==> src/logic/hbfs_consts.vh <==
// Register map, field positions, reset values and delay figures of the bridge fault supervisor.
`ifndef HBFS_CONSTS_VH
`define HBFS_CONSTS_VH

// Register word offsets (byte addresses on the bus).
`define HBFS_ADDR_CONFIG     4'h0
`define HBFS_ADDR_STATUS_CONTROL_REG    4'h4
`define HBFS_ADDR_DIAG1      4'h8
`define HBFS_ADDR_STATE      4'hC

// Configuration register fields.
`define HBFS_CFG_OLA_BIT     0
`define HBFS_CFG_RESET       8'h00

// Status and control register fields.
`define HBFS_SC_LATCH_BIT    0
`define HBFS_SC_TESTA_BIT    1
`define HBFS_SC_TESTB_BIT    2
`define HBFS_SC_STATUS_BIT   3
`define HBFS_SC_RESET        8'h00

// Diagnosis register one fields.
`define HBFS_D1_SCB_BIT      0
`define HBFS_D1_SCG_BIT      1
`define HBFS_D1_SCL_BIT      2
`define HBFS_D1_OL_BIT       3
`define HBFS_D1_RESET        8'h00

// Delay figures in nanoseconds and the clock period.
`define HBFS_CLK_NS          10
`define HBFS_RETEST_NS       20000
`define HBFS_SCL_RETEST_NS   20000
`define HBFS_OL_START_NS     100000
`define HBFS_OL_SETTLE_NS    200000
`define HBFS_OL_FILTER_NS    20000
`define HBFS_UV_FILTER_NS    10000
`define HBFS_MON_OFF_NS      10000
`define HBFS_MON_ON_NS       50000
`define HBFS_POR_NS          100000

`endif

==> src/logic/hbfs_supervisor.v <==
// Fault, open-load, supply monitor and power-on supervision of a bridge driver.
//
// Design decisions made here: the Avalon-MM register port and the register addresses.
`timescale 1ns/1ps
`default_nettype none
`include "hbfs_consts.vh"

module hbfs_supervisor #(
    parameter RETEST_CYC  = ((`HBFS_RETEST_NS + `HBFS_CLK_NS - 1) / `HBFS_CLK_NS),
    parameter SCL_CYC     = ((`HBFS_SCL_RETEST_NS + `HBFS_CLK_NS - 1) / `HBFS_CLK_NS),
    parameter OL_START    = ((`HBFS_OL_START_NS + `HBFS_CLK_NS - 1) / `HBFS_CLK_NS),
    parameter OL_SETTLE   = ((`HBFS_OL_SETTLE_NS + `HBFS_CLK_NS - 1) / `HBFS_CLK_NS),
    parameter OL_FILTER   = ((`HBFS_OL_FILTER_NS + `HBFS_CLK_NS - 1) / `HBFS_CLK_NS),
    parameter UV_FILTER   = ((`HBFS_UV_FILTER_NS + `HBFS_CLK_NS - 1) / `HBFS_CLK_NS),
    parameter MON_OFF     = ((`HBFS_MON_OFF_NS + `HBFS_CLK_NS - 1) / `HBFS_CLK_NS),
    parameter MON_ON      = ((`HBFS_MON_ON_NS + `HBFS_CLK_NS - 1) / `HBFS_CLK_NS),
    parameter POR_CYC     = ((`HBFS_POR_NS + `HBFS_CLK_NS - 1) / `HBFS_CLK_NS)
) (
    // Clock and reset.
    input  wire        core_clk,
    input  wire        rst_n,
    // Avalon-MM register slave.
    input  wire [3:0]  avs_address,
    input  wire        avs_read,
    input  wire        avs_write,
    input  wire [31:0] avs_writedata,
    input  wire [3:0]  avs_byteenable,
    output reg  [31:0] avs_readdata,
    output reg         avs_waitrequest,
    // Supply indications.
    input  wire        por_active,
    input  wire        por_below_threshold,
    input  wire        supply_undervoltage,
    input  wire        logic_undervoltage,
    input  wire        logic_overvoltage,
    input  wire        test_upper_exceeded,
    input  wire        test_lower_exceeded,
    // Bridge fault and sense inputs.
    input  wire        short_to_battery,
    input  wire        short_to_ground,
    input  wire        high_side_off,
    input  wire        output_below_ground,
    input  wire        pullup_single,
    input  wire        pullup_double,
    input  wire        disable_input,
    // Shared open-drain enable/fault line.
    input  wire        enable_fault_line_in,
    output reg         enable_fault_line_out,
    output reg         enable_fault_line_oe_n,
    // Bridge control.
    output reg         bridge_enable,
    output reg         opposite_driver_off,
    output reg         retry_drivers_on,
    output reg         pulldown_enable
);

    ////////////////////////////////////////////////////////////////////////
    // Delay counter helpers.

    function [17:0] count_up;
        input        cond;
        input [17:0] cnt;
        input [17:0] limit;
        begin
            if (!cond) begin
                count_up = 18'h00000;
            end else if (cnt < limit) begin
                count_up = cnt + 18'h00001;
            end else begin
                count_up = cnt;
            end
        end
    endfunction

    localparam [17:0] RETEST_T = RETEST_CYC[17:0];
    localparam [17:0] SCL_T    = SCL_CYC[17:0];
    localparam [17:0] OLST_T   = OL_START[17:0];
    localparam [17:0] OLSE_T   = OL_SETTLE[17:0];
    localparam [17:0] OLFI_T   = OL_FILTER[17:0];
    localparam [17:0] UV_T     = UV_FILTER[17:0];
    localparam [17:0] OFF_T    = MON_OFF[17:0];
    localparam [17:0] ON_T     = MON_ON[17:0];
    localparam [17:0] POR_T    = POR_CYC[17:0];

    // Short fault sequence states.
    localparam [4:0] S_IDLE   = 5'h01;
    localparam [4:0] S_RETRY  = 5'h02;
    localparam [4:0] S_SCLW   = 5'h04;
    localparam [4:0] S_SCLCHK = 5'h08;
    localparam [4:0] S_HALT   = 5'h10;

    ////////////////////////////////////////////////////////////////////////
    // State.

    reg [7:0]  config_reg;
    reg [7:0]  status_control_reg;
    reg [7:0]  diagnosis_register_one;
    reg [4:0]  short_state_reg;
    reg        short_kind_reg;
    reg [17:0] short_cnt_reg;
    reg [17:0] por_cnt_reg;
    reg [17:0] uv_cnt_reg;
    reg [17:0] off_cnt_reg;
    reg [17:0] on_cnt_reg;
    reg [17:0] olst_cnt_reg;
    reg [17:0] olse_cnt_reg;
    reg [17:0] olfi_cnt_reg;
    reg [17:0] ola_cnt_reg;
    reg        mon_fault_reg;
    reg        ov_latched_reg;
    reg        halted_reg;
    reg        dis_prev_reg;
    reg        line_prev_reg;

    wire       running      = (por_cnt_reg == POR_T);
    wire       test_upper   = status_control_reg[`HBFS_SC_TESTA_BIT] & ~status_control_reg[`HBFS_SC_TESTB_BIT];
    wire       test_lower   = status_control_reg[`HBFS_SC_TESTB_BIT] & ~status_control_reg[`HBFS_SC_TESTA_BIT];
    wire       real_fault   = logic_undervoltage | logic_overvoltage;
    // Self-test shifts thresholds but real supply faults still act.
    wire       mon_raw      = real_fault | (test_upper & test_upper_exceeded)
                              | (test_lower & ~test_lower_exceeded);
    wire       disabled_now = disable_input | ~enable_fault_line_in;
    // A disable-then-enable sequence on either input restarts the device.
    wire       reenable     = (dis_prev_reg & ~disable_input) | (~line_prev_reg & enable_fault_line_in);
    wire       short_any    = short_to_battery | short_to_ground;
    wire       ola_armed    = config_reg[`HBFS_CFG_OLA_BIT] & running & ~disabled_now & ~halted_reg;
    wire       olst_done    = (olst_cnt_reg == OLST_T);
    wire       olse_done    = (olse_cnt_reg == OLSE_T);
    wire       olfi_done    = (olfi_cnt_reg == OLFI_T);
    wire       bus_hit      = (avs_read | avs_write) & avs_waitrequest;

    ////////////////////////////////////////////////////////////////////////
    // Power-on delay, supply filters and monitor latch.

    always @(posedge core_clk or negedge rst_n) begin
        if (!rst_n) begin
            por_cnt_reg    <= 18'h00000;
            uv_cnt_reg     <= 18'h00000;
            off_cnt_reg    <= 18'h00000;
            on_cnt_reg     <= 18'h00000;
            mon_fault_reg  <= 1'b0;
            ov_latched_reg <= 1'b0;
            dis_prev_reg   <= 1'b0;
            line_prev_reg  <= 1'b1;
        end else begin
            por_cnt_reg   <= count_up(~por_active, por_cnt_reg, POR_T);
            uv_cnt_reg    <= count_up(supply_undervoltage, uv_cnt_reg, UV_T);
            off_cnt_reg   <= count_up(mon_raw, off_cnt_reg, OFF_T);
            on_cnt_reg    <= count_up(~mon_raw, on_cnt_reg, ON_T);
            dis_prev_reg  <= disable_input;
            line_prev_reg <= enable_fault_line_in;
            if (por_active) begin
                mon_fault_reg  <= 1'b0;
                ov_latched_reg <= 1'b0;
            end else begin
                if (off_cnt_reg == OFF_T) begin
                    mon_fault_reg <= 1'b1;
                end else if (on_cnt_reg == ON_T && !ov_latched_reg) begin
                    mon_fault_reg <= 1'b0;
                end
                if (logic_overvoltage && status_control_reg[`HBFS_SC_LATCH_BIT]) begin
                    ov_latched_reg <= 1'b1;
                end else if (reenable) begin
                    ov_latched_reg <= 1'b0;
                end
            end
        end
    end

    ////////////////////////////////////////////////////////////////////////
    // Short, retry and overload retest sequence.

    always @(posedge core_clk or negedge rst_n) begin
        if (!rst_n) begin
            short_state_reg <= S_IDLE;
            short_kind_reg  <= 1'b0;
            short_cnt_reg   <= 18'h00000;
            halted_reg      <= 1'b0;
        end else if (por_active) begin
            short_state_reg <= S_IDLE;
            short_cnt_reg   <= 18'h00000;
            halted_reg      <= 1'b0;
        end else begin
            case (short_state_reg)
                S_IDLE: begin
                    short_cnt_reg <= 18'h00000;
                    if (short_any && running && !disabled_now && !halted_reg) begin
                        short_kind_reg  <= short_to_ground;
                        short_state_reg <= S_RETRY;
                    end
                end
                S_RETRY: begin
                    short_cnt_reg <= short_cnt_reg + 18'h00001;
                    if (short_cnt_reg == RETEST_T) begin
                        short_cnt_reg   <= 18'h00000;
                        // An unconfirmed short is disregarded.
                        short_state_reg <= short_any ? S_SCLW : S_IDLE;
                    end
                end
                S_SCLW: begin
                    short_cnt_reg <= short_cnt_reg + 18'h00001;
                    if (short_cnt_reg == SCL_T) begin
                        short_cnt_reg   <= 18'h00000;
                        short_state_reg <= S_SCLCHK;
                    end
                end
                S_SCLCHK: begin
                    short_cnt_reg <= short_cnt_reg + 18'h00001;
                    if (short_cnt_reg == RETEST_T) begin
                        halted_reg      <= 1'b1;
                        short_state_reg <= S_HALT;
                    end
                end
                S_HALT: begin
                    if (reenable) begin
                        halted_reg      <= 1'b0;
                        short_state_reg <= S_IDLE;
                    end
                end
                default: begin
                    short_state_reg <= S_IDLE;
                end
            endcase
            if (short_state_reg != S_HALT && halted_reg && reenable) begin
                halted_reg <= 1'b0;
            end
        end
    end

    ////////////////////////////////////////////////////////////////////////
    // Open-load timing: disabled-state chain and active-state check.

    always @(posedge core_clk or negedge rst_n) begin
        if (!rst_n) begin
            olst_cnt_reg <= 18'h00000;
            olse_cnt_reg <= 18'h00000;
            olfi_cnt_reg <= 18'h00000;
            ola_cnt_reg  <= 18'h00000;
        end else begin
            olst_cnt_reg <= count_up(disabled_now & running, olst_cnt_reg, OLST_T);
            olse_cnt_reg <= count_up(olst_done & disabled_now, olse_cnt_reg, OLSE_T);
            olfi_cnt_reg <= count_up(olse_done & disabled_now & pullup_single & ~pullup_double,
                                     olfi_cnt_reg, OLFI_T);
            ola_cnt_reg  <= count_up(ola_armed & high_side_off & ~output_below_ground,
                                     ola_cnt_reg, OLFI_T);
        end
    end

    ////////////////////////////////////////////////////////////////////////
    // Registers and bus slave; one wait state per access.

    always @(posedge core_clk or negedge rst_n) begin
        if (!rst_n) begin
            config_reg             <= `HBFS_CFG_RESET;
            status_control_reg     <= `HBFS_SC_RESET;
            diagnosis_register_one <= `HBFS_D1_RESET;
            avs_readdata           <= 32'h00000000;
            avs_waitrequest        <= 1'b1;
        end else if (por_below_threshold) begin
            config_reg             <= `HBFS_CFG_RESET;
            status_control_reg     <= `HBFS_SC_RESET;
            diagnosis_register_one <= `HBFS_D1_RESET;
            avs_readdata           <= 32'h00000000;
            avs_waitrequest        <= 1'b1;
        end else begin
            avs_waitrequest <= ~((avs_read | avs_write) & avs_waitrequest);
            if (por_active) begin
                config_reg             <= `HBFS_CFG_RESET;
                status_control_reg     <= `HBFS_SC_RESET;
                diagnosis_register_one <= `HBFS_D1_RESET;
            end else begin
                if (bus_hit && avs_write && avs_byteenable[0]) begin
                    case (avs_address)
                        `HBFS_ADDR_CONFIG: begin
                            config_reg <= {7'h00, avs_writedata[`HBFS_CFG_OLA_BIT]};
                        end
                        `HBFS_ADDR_STATUS_CONTROL_REG: begin
                            status_control_reg[2:0] <= avs_writedata[2:0];
                        end
                        `HBFS_ADDR_DIAG1: begin
                            diagnosis_register_one <= diagnosis_register_one & ~avs_writedata[7:0];
                        end
                        default: begin
                        end
                    endcase
                end
                // Unfiltered monitor input; a selected test encoding sets the status only when its comparator input calls for it.
                status_control_reg[`HBFS_SC_STATUS_BIT] <= mon_raw;
                // Hardware sets win over software clears.
                if (short_state_reg == S_SCLCHK && short_cnt_reg == RETEST_T) begin
                    if (!short_any) begin
                        diagnosis_register_one[`HBFS_D1_SCL_BIT] <= 1'b1;
                    end else if (short_kind_reg) begin
                        diagnosis_register_one[`HBFS_D1_SCG_BIT] <= 1'b1;
                    end else begin
                        diagnosis_register_one[`HBFS_D1_SCB_BIT] <= 1'b1;
                    end
                end
                if ((olfi_done || ola_cnt_reg == OLFI_T) && !halted_reg) begin
                    diagnosis_register_one[`HBFS_D1_OL_BIT] <= 1'b1;
                end
            end
            if (bus_hit && avs_read) begin
                case (avs_address)
                    `HBFS_ADDR_CONFIG:  avs_readdata <= {24'h000000, config_reg};
                    `HBFS_ADDR_STATUS_CONTROL_REG: avs_readdata <= {24'h000000, status_control_reg};
                    `HBFS_ADDR_DIAG1:   avs_readdata <= {24'h000000, diagnosis_register_one};
                    `HBFS_ADDR_STATE:   avs_readdata <= {24'h000000, 1'b0, running, mon_fault_reg,
                                                         ov_latched_reg, halted_reg, short_state_reg[2:0]};
                    default:            avs_readdata <= 32'h00000000;
                endcase
            end
        end
    end

    ////////////////////////////////////////////////////////////////////////
    // Enable/fault line and bridge outputs.

    always @(posedge core_clk or negedge rst_n) begin
        if (!rst_n) begin
            enable_fault_line_out  <= 1'b0;
            enable_fault_line_oe_n <= 1'b1;
            bridge_enable          <= 1'b0;
            opposite_driver_off    <= 1'b0;
            retry_drivers_on       <= 1'b0;
            pulldown_enable        <= 1'b0;
        end else begin
            enable_fault_line_out <= 1'b0;
            if (por_below_threshold) begin
                enable_fault_line_oe_n <= 1'b1;
            end else begin
                enable_fault_line_oe_n <= ~(por_active | ~running | mon_fault_reg
                                            | ov_latched_reg | halted_reg);
            end
            bridge_enable <= running & ~por_active & enable_fault_line_in & ~disable_input
                             & ~mon_fault_reg & ~ov_latched_reg & ~halted_reg
                             & (uv_cnt_reg != UV_T);
            opposite_driver_off <= (short_state_reg == S_SCLCHK);
            retry_drivers_on    <= (short_state_reg == S_RETRY) && (short_cnt_reg == RETEST_T);
            pulldown_enable     <= olst_done & disabled_now;
        end
    end

endmodule
`default_nettype wire

==> config.mk <==
export PLATFORM = sky130hd
export DESIGN_NAME = hbfs_supervisor
export DESIGN_NICKNAME = d
export VERILOG_FILES = /design/src/logic/hbfs_supervisor.v
export VERILOG_INCLUDE_DIRS = /design/src /design/src/logic
export SDC_FILE = /design/constraint.sdc
export NUM_CORES = 1
export LEC_CHECK = 0
export CORE_MARGIN = 4
export CORE_UTILIZATION = 53
export CTS_BUF_LIST = sky130_fd_sc_hd__clkbuf_4 sky130_fd_sc_hd__clkbuf_8
export DETAILED_ROUTE_END_ITERATION = 16
export DONT_BUFFER_PORTS = 1
export GPL_TIMING_DRIVEN = 0
export PLACE_DENSITY = 0.8
export SLEW_MARGIN = 10
export SYNTH_ARGS = -nofsm -noshare
export SYNTH_HDL_FRONTEND = slang
export SYNTH_SLANG_ARGS = --single-unit
==> constraint.sdc <==
create_clock -name core_clk -period 2 [get_ports core_clk]
set_input_delay 0.1 -clock core_clk [delete_from_list [all_inputs] [get_ports core_clk]]
set_output_delay 0.1 -clock core_clk [all_outputs]
set_load 0.01 [all_outputs]
==> results of run 1 <==
through the flow:
stage               cells  worst slack [ps]  utilization (%)  TNS (ps)
CTS                  1339             -99.9             61.9      -461
detailed placement   1268              -456             56.5    -17790
global placement     1268              -379             56.5    -13840
global route         1360              -191             64.7     -2750
floorplan            1039              25.0                -         0
finish               1361              -111             64.7      -318
report_power, final:
part	internal, mW	total, mW	switching [mW]
registers	4.09	4.15	0.0606
logic	0.155	0.348	0.193
clock network	1.22	2.68	1.46
total	5.46	7.18	1.71
logic make-up after synthesis:
| logic type | count (synthesis) | synth area share, % |
|---|---|---|
| AND/OR/NAND/NOR | 482 | 25.1 |
| flip-flops | 200 | 50.9 |
| AO/OA/AOI/OAI | 116 | 7.84 |
| buffers and inverters | 104 | 5.03 |
| XOR/XNOR | 79 | 7.04 |
| adder cells (fa/ha/maj) | 18 | 2.29 |
| multiplexers | 15 | 1.70 |
| other | 1 | 0.0381 |
final cells by class:
| cell class | instances | area, µm² | area share (%) |
|---|---|---|---|
| inverter | 50 | 188 | 1.60 |
| sequential | 200 | 5010 | 42.8 |
| clock inverter | 13 | 155 | 1.33 |
| multi-input combinational | 735 | 4910 | 41.9 |
| buffer | 47 | 319 | 2.72 |
| clock buffer | 19 | 262 | 2.23 |
| tap | 229 | 287 | 2.45 |
| timing repair buffer | 65 | 566 | 4.83 |
| antenna | 3 | 7.51 | 0.0641 |
repair_timing:
| item | 4_1_cts | 5_1_grt |
|---|---|---|
| gates resized for setup | 50 | 92 |
| buffers inserted | 18 | 21 |
| pin swaps | 21 | 28 |
| setup endpoints to repair | 92 | 113 |
| gates cloned | 1 | 2 |
| hold endpoints to repair | 265 | 200 |
final timing paths:
path | startpoint | end | slack (ps) | cells past startpoint
max in group asynchronous | rst_n | avs_waitrequest$_DFF_PN1_ | 2320 | 0
min in group core_clk | enable_fault_line_in | halted_reg$_DFFE_PN0P_ | 30 | 3
setup reg to reg | ola_cnt_reg[17]$_DFFE_PN0P_ | ola_cnt_reg[3]$_DFFE_PN0P_ | -110 | 7
hold reg to reg | uv_cnt_reg[10]$_DFFE_PN0P_ | uv_cnt_reg[10]$_DFFE_PN0P_ | 490 | 1
setup / recovery | ola_cnt_reg[17]$_DFFE_PN0P_ | ola_cnt_reg[3]$_DFFE_PN0P_ | -110 | 7
hold / removal | rst_n | uv_cnt_reg[8]$_DFFE_PN0P_ | -690 | 0
placed cells by master, fill, tap and decap left out, types with 11 or more instances in the layout:
cell / count
nor2_1: 135
a21oi_1: 29
conb_1: 25
inv_1: 49
nor3_1: 22
nand2_1: 64
o21ai_0: 22
xnor2_1: 37
or3_1: 16
nand3_1: 48
clkbuf_8: 19
nand4_1: 32
dfrtp_1: 192
and2_1: 43
xor2_1: 40
and3_1: 21
clkbuf_1: 11
buf_4: 60
ha_1: 17
dlygate4sd3_1: 23
metal layers:
metal	GRT usage [%]	share of wire, %
met1	27.7	43
met5	0	0
met2	33.1	49
met3	5.46	5.9
met4	6.43	1.5
worst max-delay path: stages (launching register included):
cell and delay (ps):
dfrtp_1 400, or4_4 540, nor4_4 280, buf_4 180
and2_4 150, nand4_1 150, xor2_2 240, nor2_4 60
==> summary.md, run 1 <==
| Metric | Value |
|---|---|
| Status | finished, violations left |
| Violated checks | hold timing, setup timing |
| # hold bufs at CTS | 23 |
| Clock skew | approximately 16 ps |
| Cells after synthesis | a little over 1k |
| Crit end category | flop |
| Inserted Clock Buffers | 17 |
| Vias in the first global route | 7,274 |
| First-pass GRT wire length | roughly 35,000 µm |
| Layout area overhead | 19.1% |
| GP Congestion | between 0.8 and 0.9 |
| Hold Path Class | primary input to async pin |
| Clock tree buffer depth | 2 |
| Worst skew pair latency | 480 ps |
| DP HPWL | 13,900 µm |
| Setup CP Type | flop to flop |
| Final worst slack | -111 ps |
| Core box area | 18,100 µm² |
| Final #Nets | ~1.2k |
| Total overflow reported by the global router | 0 |
| Initial antenna violation count | 3 |
| Syn Area/Cell | 9.69 µm² |
| Slew at the pin closest to its max-slew limit | around 740 ps |
| Max-Cap Viols | 0 |
| Area fraction of the dominant cell type after synthesis | between 40% and 50% |
| Row Count | between 40 and 50 |
| Synth cell count leaders | 196 x dfrtp_1, 152 x nor2_1, 66 x nand2_1 |
| GRT Overall Usage | ~21% |
| Vias per Instance | roughly 5.6 |
| Peak VDD IR | 0.000446 V |
| TritonRoute pass-1 iters | 5 |
| Seq cells post-synth | 200 |
| CTS tree | built |
| # H-tree levels | 4 |
| Iteration-0 DRC Markers | around 560 |
| Leakage | around 5.0 nW |
| Share of layout cells above drive strength 1 | 18.1% |
| PwrDens | between 600 and 700 nW/µm² |
| Synth async-reset ratio | between 90% and 100% |
| Cell accounting for the most synthesized area | dfrtp_1 |
| Fmax achieved | between 400 and 500 MHz |
| Die width | 144 µm |
| Critical path data required time | ~2400 ps |
| # DRC | 0 |
| WL final | roughly 22,000 µm |
| Placed Area | about 10,000 µm² |
| Count leader, synth | dfrtp_1 |
| Mapped cell area | 9830 µm² |
| PortBufs | 0 |
| Setup violations, final | 10 |
| Sink Count | 200 |
| Hold WS | -685 ps |
| Post-synth EDFFs | 0 |
| Unique masters post-synth | between 60 and 70 |
| Layout fillers | around 1.3k |
| Tmin final | about 2100 ps |
| Die Ht | between 100 and 150 µm |
| Routed length per instance | roughly 16 µm |
| Final ANT Viol Nets | 0 |
| Clk slew on worst S/H paths | approximately 110 ps |
| Top_reg_cell synth | dfrtp_1 |
| Largest fanout on the critical path | 4 |
| Largest net degree at the start of global routing | about 200 |
| Nature of the critical path startpoint | flop |
| Final instance area | 11,700 µm² |
| Worst EP arrival | 2480 ps |
| Via Count | between 7k and 8k |
| Crit share post-route | 106% |
| Slew HR | roughly 50% |
| Post-synthesis sequential area ratio | 50.9% |
| DIE AREA | 20,800 µm² |
| Final total power | ~7.2 mW |
| RSZ-0062 raised after global routing | true |
| Ports | 98 |
| Starting Density | between 50 and 60% |
| Top cells by area, synth | dfrtp_1 50%, nor2_1 5.8%, xor2_1 3.7% |
| Root buffer cell | clkbuf_8 |
| Final Slew Violations | 0 |
| Fin. Hold Viols | 200 |
| Synth warnings | 0 |
Note: power is estimated with default switching activity, not from simulation.
==> inputs of run 2 (changes only) <==
Clock period 2 ns to 1.77 ns, I/O delays scaled along.
==> run 2 against run 1 <==
- the flow still finishes with violations (hold timing, setup timing)
- highest routed layer is now met5
- first-iteration DRC count rose by 9.6%
- flip-flop and latch count did not move
- clock skew fell by 2.2 ps
- critical endpoint is now ola_cnt_reg[1]$_DFFE_PN0P_
- largest power group unchanged
- power rose by 15%
- via count rose by 5.7%
- core utilization rose by 4.4 points
- combinational power rose by 16%
- fmax rose by 4.0%
- global-route usage rose by 1.8 points
- critical path depth fell by 1
- register-to-register slack got worse by 150 ps
- worst hold slack got worse by 10 ps
==> summary.md, run 2 (synthesis results as in run 1) <==
| Metric | Value |
|---|---|
| Clk slew on worst S/H paths | around 100 ps |
| Inserted Clock Buffers | 17 |
| Area of the multi-input gates | 5270 µm² |
| Sink Count | 200 |
| Clock skew | around 14 ps |
| # H-tree levels | 4 |
| Root buffer cell | clkbuf_8 |
| Layout fillers | approximately 1.2k |
| GRT Overall Usage | about 22% |
| Share of layout cells above drive strength 1 | 25.7% |
| Place WS | -578 ps |
| Vias in the first global route | about 7.6k |
| First-pass GRT wire length | around 38,000 µm |
| RR Startpoint | por_cnt_reg[7]$_DFFE_PN0P_ |
| Crit share post-route | 115% |
| Iteration-0 DRC Markers | 618 |
| GP Congestion | approximately 0.85 |
| Vias per Instance | between 5 and 6 |
| Hold Path Class | primary input to async pin |
| Routed length per instance | roughly 17 µm |
| Ports | 98 |
| Largest net degree at the start of global routing | ~200 |
| Status | finished, violations left |
| Worst skew pair latency | roughly 480 ps |
| Final Slew Violations | 0 |
| Placed cells | 1,268 |
| DP HPWL | between 10,000 and 15,000 µm |
| Row Count | 49 |
| Leakage | 5.37 nW |
| TritonRoute pass-1 iters | 5 |
| Commonest non-fill, non-tap cells in the layout | 186 x dfrtp_1, 137 x nor2_1, 84 x buf_4 |
| Final worst slack | -260 ps |
| Max-Cap Viols | 0 |
| Worst EP arrival | 2440 ps |
| Hold WS | -696 ps |
| Fmax achieved | between 400 and 500 MHz |
| Initial antenna violation count | 1 |
| Slew at the pin closest to its max-slew limit | approximately 600 ps |
| Final total power | 8.28 mW |
| DIE AREA | between 20,000 and 25,000 µm² |
| PortBufs | 0 |
| Sequential cell area | 5020 µm² |
| Tmin final | roughly 2000 ps |
| Nature of the critical path startpoint | flop |
| Most common cell after layout, fill and taps aside | dfrtp_1 |
| Via Count | about 8k |
| PwrDens | between 600 and 700 nW/µm² |
| Fin. Hold Viols | 200 |
| Die Ht | ~140 µm |
| Final ANT Viol Nets | 0 |
| Setup violations, final | 74 |
| Starting Density | a little over half |
| # DRC | 0 |
| Peak VDD IR | around 0.00056 V |
| Layout area overhead | 27.1% |
| Die width | 144 µm |
| Final core occ | between 60% and 70% |
| Non-Filler Instances | 1,395 |
| Critical path data required time | around 2200 ps |
| Final #Nets | 1,230 |
| R2R Setup Slk | -260 ps |
| R2R depth | 6 |
| WL final | approximately 24,000 µm |
| Total overflow reported by the global router | 0 |
| RR Endpoint | ola_cnt_reg[1]$_DFFE_PN0P_ |
| Setup CP Type | flop to flop |
| Violated checks | hold timing, setup timing |
| CTS tree | built |
| Crit end category | flop |
| Core box area | 18,100 µm² |
| Clock tree buffer depth | 2 |
| RSZ-0062 raised after global routing | true |
| Largest fanout on the critical path | 10 |
| Ant diodes | 0 |
| Slew HR | roughly three fifths |
[run 2: changes by cell type in the layout (fill, tap and decap cells not counted), sizes merged]
cell         delta
clkinvlp        +2
inv             -5
diode           -3
clkbuf          +1
clkinv          +1
buf            +34
dlygate4sd3     +3
bufinv          +1
[run 2: final cells by class]
cell class                      instances  share of cell area [%]
Clock buffer                           20                    2.15
Clock inverter                         12                    1.33
Tap cell                              229                    2.29
Buffer                                 47                    2.97
Sequential cell                       200                    40.2
Inverter                               50                    1.50
Timing Repair Buffer                  102                    7.47
Multi-Input combinational cell        735                    42.1
[run 2: power breakdown]
group	total [mW]	switching [mW]	internal [mW]
clock	3.19	1.68	1.51
combinational	0.403	0.221	0.183
sequential	4.69	0.0679	4.62
total	8.28	1.97	6.32
[run 2: per-layer routing]
metal	vias up	GRT usage, %	part of all wire (%)
met4	2	6.73	2.0
met5	-	0	0.054
met3	51	5.06	4.7
met1	4079	30.0	43
met2	218	37.1	51
li1	3732	-	-
[run 2: critical path, stage by stage (launching register included)]
cell and delay (ps):
dfrtp_1 460, or4_4 530, nor3_4 210, nand2_2 100, or3_4 400, buf_8 160, nor2_2 110
[run 2: timing repair]
| item | 4_1_cts | 5_1_grt |
|---|---|---|
| gates resized for setup | 124 | 91 |
| hold buffers | 24 | 2 |
| gates cloned | 4 | 0 |
| endpoints found under the setup margin | 137 | 140 |
| buffers inserted | 50 | 23 |
| pin swaps | 44 | 44 |
| endpoints found under the hold margin | 271 | 201 |
[run 2: worst max path at each step]
| stage | start | endpoint | cells after the start |
|---|---|---|---|
| after floorplan | por_cnt_reg[5]$_DFFE_PN0P_ | ola_cnt_reg[10]$_DFFE_PN0P_ | 6 |
| after global placement | por_cnt_reg[0]$_DFFE_PN0P_ | ola_cnt_reg[15]$_DFFE_PN0P_ | 8 |
| after detailed placement | por_cnt_reg[0]$_DFFE_PN0P_ | ola_cnt_reg[16]$_DFFE_PN0P_ | 8 |
| after CTS | por_cnt_reg[0]$_DFFE_PN0P_ | ola_cnt_reg[1]$_DFFE_PN0P_ | 9 |
| after global routing | por_cnt_reg[5]$_DFFE_PN0P_ | ola_cnt_reg[8]$_DFFE_PN0P_ | 6 |
| final | por_cnt_reg[7]$_DFFE_PN0P_ | ola_cnt_reg[1]$_DFFE_PN0P_ | 6 |
[run 2: per-stage QoR]
step                cell area (µm²)  TNS, ps
finish                        12500    -9360
floorplan                     10100    -2850
detailed placement            10400   -32420
CTS                           11900    -8230
global route                  12500   -17770
global placement              10400   -27130
==> inputs of run 3 (changes only) <==
Settings changed: PLACE_DENSITY 0.8 to 0.71.
==> run 3 against run 2 <==
- the flow still finishes with violations (hold timing, setup timing)
- combinational power rose by 1%
- wire length up 0.19%
- first-iteration DRC count shrank 28%
- sequential share of layout area is 0.86 points lower
- sequential power about the same
- fmax is 2.1% lower
- count of clock-buffer cells in the layout did not move
- worst setup slack worse by 44 ps
- global-route usage decreased by 0.091 points
- register-to-register slack got worse by 40 ps
- core utilization grew 1.6 points
- clock skew rose by 4.6 ps
==> summary.md, run 3 (synthesis results as in run 1) <==
| Metric | Value |
|---|---|
| GP Congestion | 0.858 |
| Iteration-0 DRC Markers | between 400 and 500 |
| Max-Cap Viols | 0 |
| Violated checks | hold timing, setup timing |
| CTS tree | built |
| Fmax achieved | about 480 MHz |
| PwrDens | approximately 640 nW/µm² |
| WL final | ~24,000 µm |
| Slew HR | about half |
| Ports | 98 |
| Core box area | 18,100 µm² |
| TritonRoute pass-1 iters | 5 |
| Vias in the first global route | 7,519 |
| Final #Nets | around 1.2k |
| Worst skew pair latency | between 400 and 500 ps |
| Most common cell after layout, fill and taps aside | dfrtp_1 |
| Setup violations, final | 75 |
| Hold Path Class | primary input to async pin |
| Layout area overhead | 30.1% |
| # H-tree levels | 4 |
| Clock skew | about 19 ps |
| Commonest non-fill, non-tap cells in the layout | 182 x dfrtp_1, 120 x nor2_1, 86 x buf_4 |
| PortBufs | 0 |
| Vias per Instance | around 5.7 |
| Largest fanout on the critical path | 5 |
| Inserted Clock Buffers | 17 |
| Hold WS | -694 ps |
| Peak VDD IR | ~0.0005 V |
| Final ANT Viol Nets | 0 |
| Die width | 144 µm |
| Leakage | ~5.4 nW |
| RSZ-0062 raised after global routing | true |
| Share of layout cells above drive strength 1 | between 20% and 30% |
| Via Count | 7,947 |
| First-pass GRT wire length | between 30,000 and 40,000 µm |
| Die Ht | 144 µm |
| Total overflow reported by the global router | 0 |
| Final total power | ~8.2 mW |
| Crit share post-route | 117% |
| Cell Chain, Critical Path | inv_1 -> ha_2 -> nor4b_4 -> nand3_2 -> o21ai_4 -> a21o_4 -> buf_8 -> o21bai_1 -> a21o_1 |
| CP max stage delay | between 300 and 400 ps |
| Setup CP Type | flop to flop |
| Largest net degree at the start of global routing | roughly 200 |
| DP HPWL | 13,700 µm |
| GRT Overall Usage | ~22% |
| Slew at the pin closest to its max-slew limit | just over 700 ps |
| Final Slew Violations | 0 |
| Nature of the critical path startpoint | flop |
| DIE AREA | slightly above 20,000 µm² |
| Fin. Hold Viols | 200 |
| Crit-path slowest cell | dfrtp_1 |
| Critical path data required time | 2140 ps |
| Row Count | 49 |
| Worst EP arrival | 2440 ps |
| Initial antenna violation count | 2 |
| Tmin final | about 2100 ps |
| Status | finished, violations left |
| Final worst slack | -304 ps |
| Starting Density | between 50% and 60% |
| Fin Setup TNS | -10,670 ps |
| Routed length per instance | ~17 µm |
| Crit end category | flop |
| Root buffer cell | clkbuf_8 |
| Clk slew on worst S/H paths | ~110 ps |
| Sink Count | 200 |
| # DRC | 0 |
| Clock tree buffer depth | 2 |
==> run 3: changes by cell type in the layout (fill, tap and decap cells not counted), moves of 4 or more <==
cell and delta:
nor2_1 -17, nor2_4 +12, buf_6 +8, nor2_2 +5, buf_12 -4, clkinv_2 +4, dfrtp_1 -4, dfrtp_2 +4
xnor2_1 -4, xnor2_2 +4
==> run 3: worst max-delay path, delay by kind of cell (launching register included) <==
family	cells	cell delay, ps
flip-flops	1	390
AO/OA/AOI/OAI	4	720
AND/OR/NAND/NOR	2	450
adder cells (fa/ha/maj)	1	190
buffers and inverters	2	190
==> run 3: worst paths after layout <==
kind                                              start                             endpoint  slack (ps)  cells past startpoint
hold / removal                                    rst_n          olst_cnt_reg[6]$_DFFE_PN0P_        -690                      0
hold reg to reg              short_kind_reg$_DFFE_PN0P_  diagnosis_register_one[0]$_DFF_PN0_         480                      1
max in group asynchronous                         rst_n     enable_fault_line_oe_n$_DFF_PN1_        2110                      0
setup / recovery           short_cnt_reg[1]$_DFFE_PN0P_         short_cnt_reg[2]$_DFFE_PN0P_        -300                      9
setup reg to reg           short_cnt_reg[1]$_DFFE_PN0P_         short_cnt_reg[2]$_DFFE_PN0P_        -300                      9
min in group core_clk                     disable_input           ov_latched_reg$_DFFE_PN0P_          50                      4
==> run 3: layer usage <==
metal | vias up | global-route usage, % | part of all wire (%)
met5 | - | 0 | 0
met4 | 0 | 6.04 | 2.1
met3 | 59 | 5.26 | 5.3
met2 | 224 | 36.6 | 50
met1 | 3909 | 30.3 | 43
li1 | 3755 | - | -
==> run 3: area by class of cell <==
| class | instances | area, µm² |
|---|---|---|
| clock inverters | 12 | 150 |
| repair buffers | 108 | 982 |
| fillers | 1269 | 5300 |
| multi-input cells | 736 | 5520 |
| well taps | 229 | 287 |
| plain buffers | 46 | 364 |
| diodes | 2 | 5.00 |
| flip-flops and latches | 200 | 5030 |
| inverters | 50 | 188 |
| clock buffers | 20 | 263 |
==> run 3: per-stage QoR <==
stage	util (%)	area (µm²)	std cells	hold WS (ps)	setup slack, ps
final	70.7	12800	1403	-694	-304
after floorplan	-	10100	1039	-207	-186
after CTS	65.6	11900	1371	-729	-234
after global placement	57.2	10400	1268	-197	-624
after global routing	70.7	12800	1403	-745	-376
after detailed placement	57.2	10400	1268	-198	-626
==> run 3: repair_timing <==
item,CTS,global route
endpoints found under the hold margin,270,203
resized for setup,118,161
hold buffers,23,1
cloned,5,1
buffers inserted,51,33
endpoints found under the setup margin,141,137
pin swaps,49,65
==> run 3: power breakdown <==
| group | leakage [nW] | internal (mW) | switching, mW |
|---|---|---|---|
| registers | 2.74 | 4.62 | 0.0650 |
| clock network | 0.206 | 1.46 | 1.62 |
| logic | 2.44 | 0.187 | 0.222 |
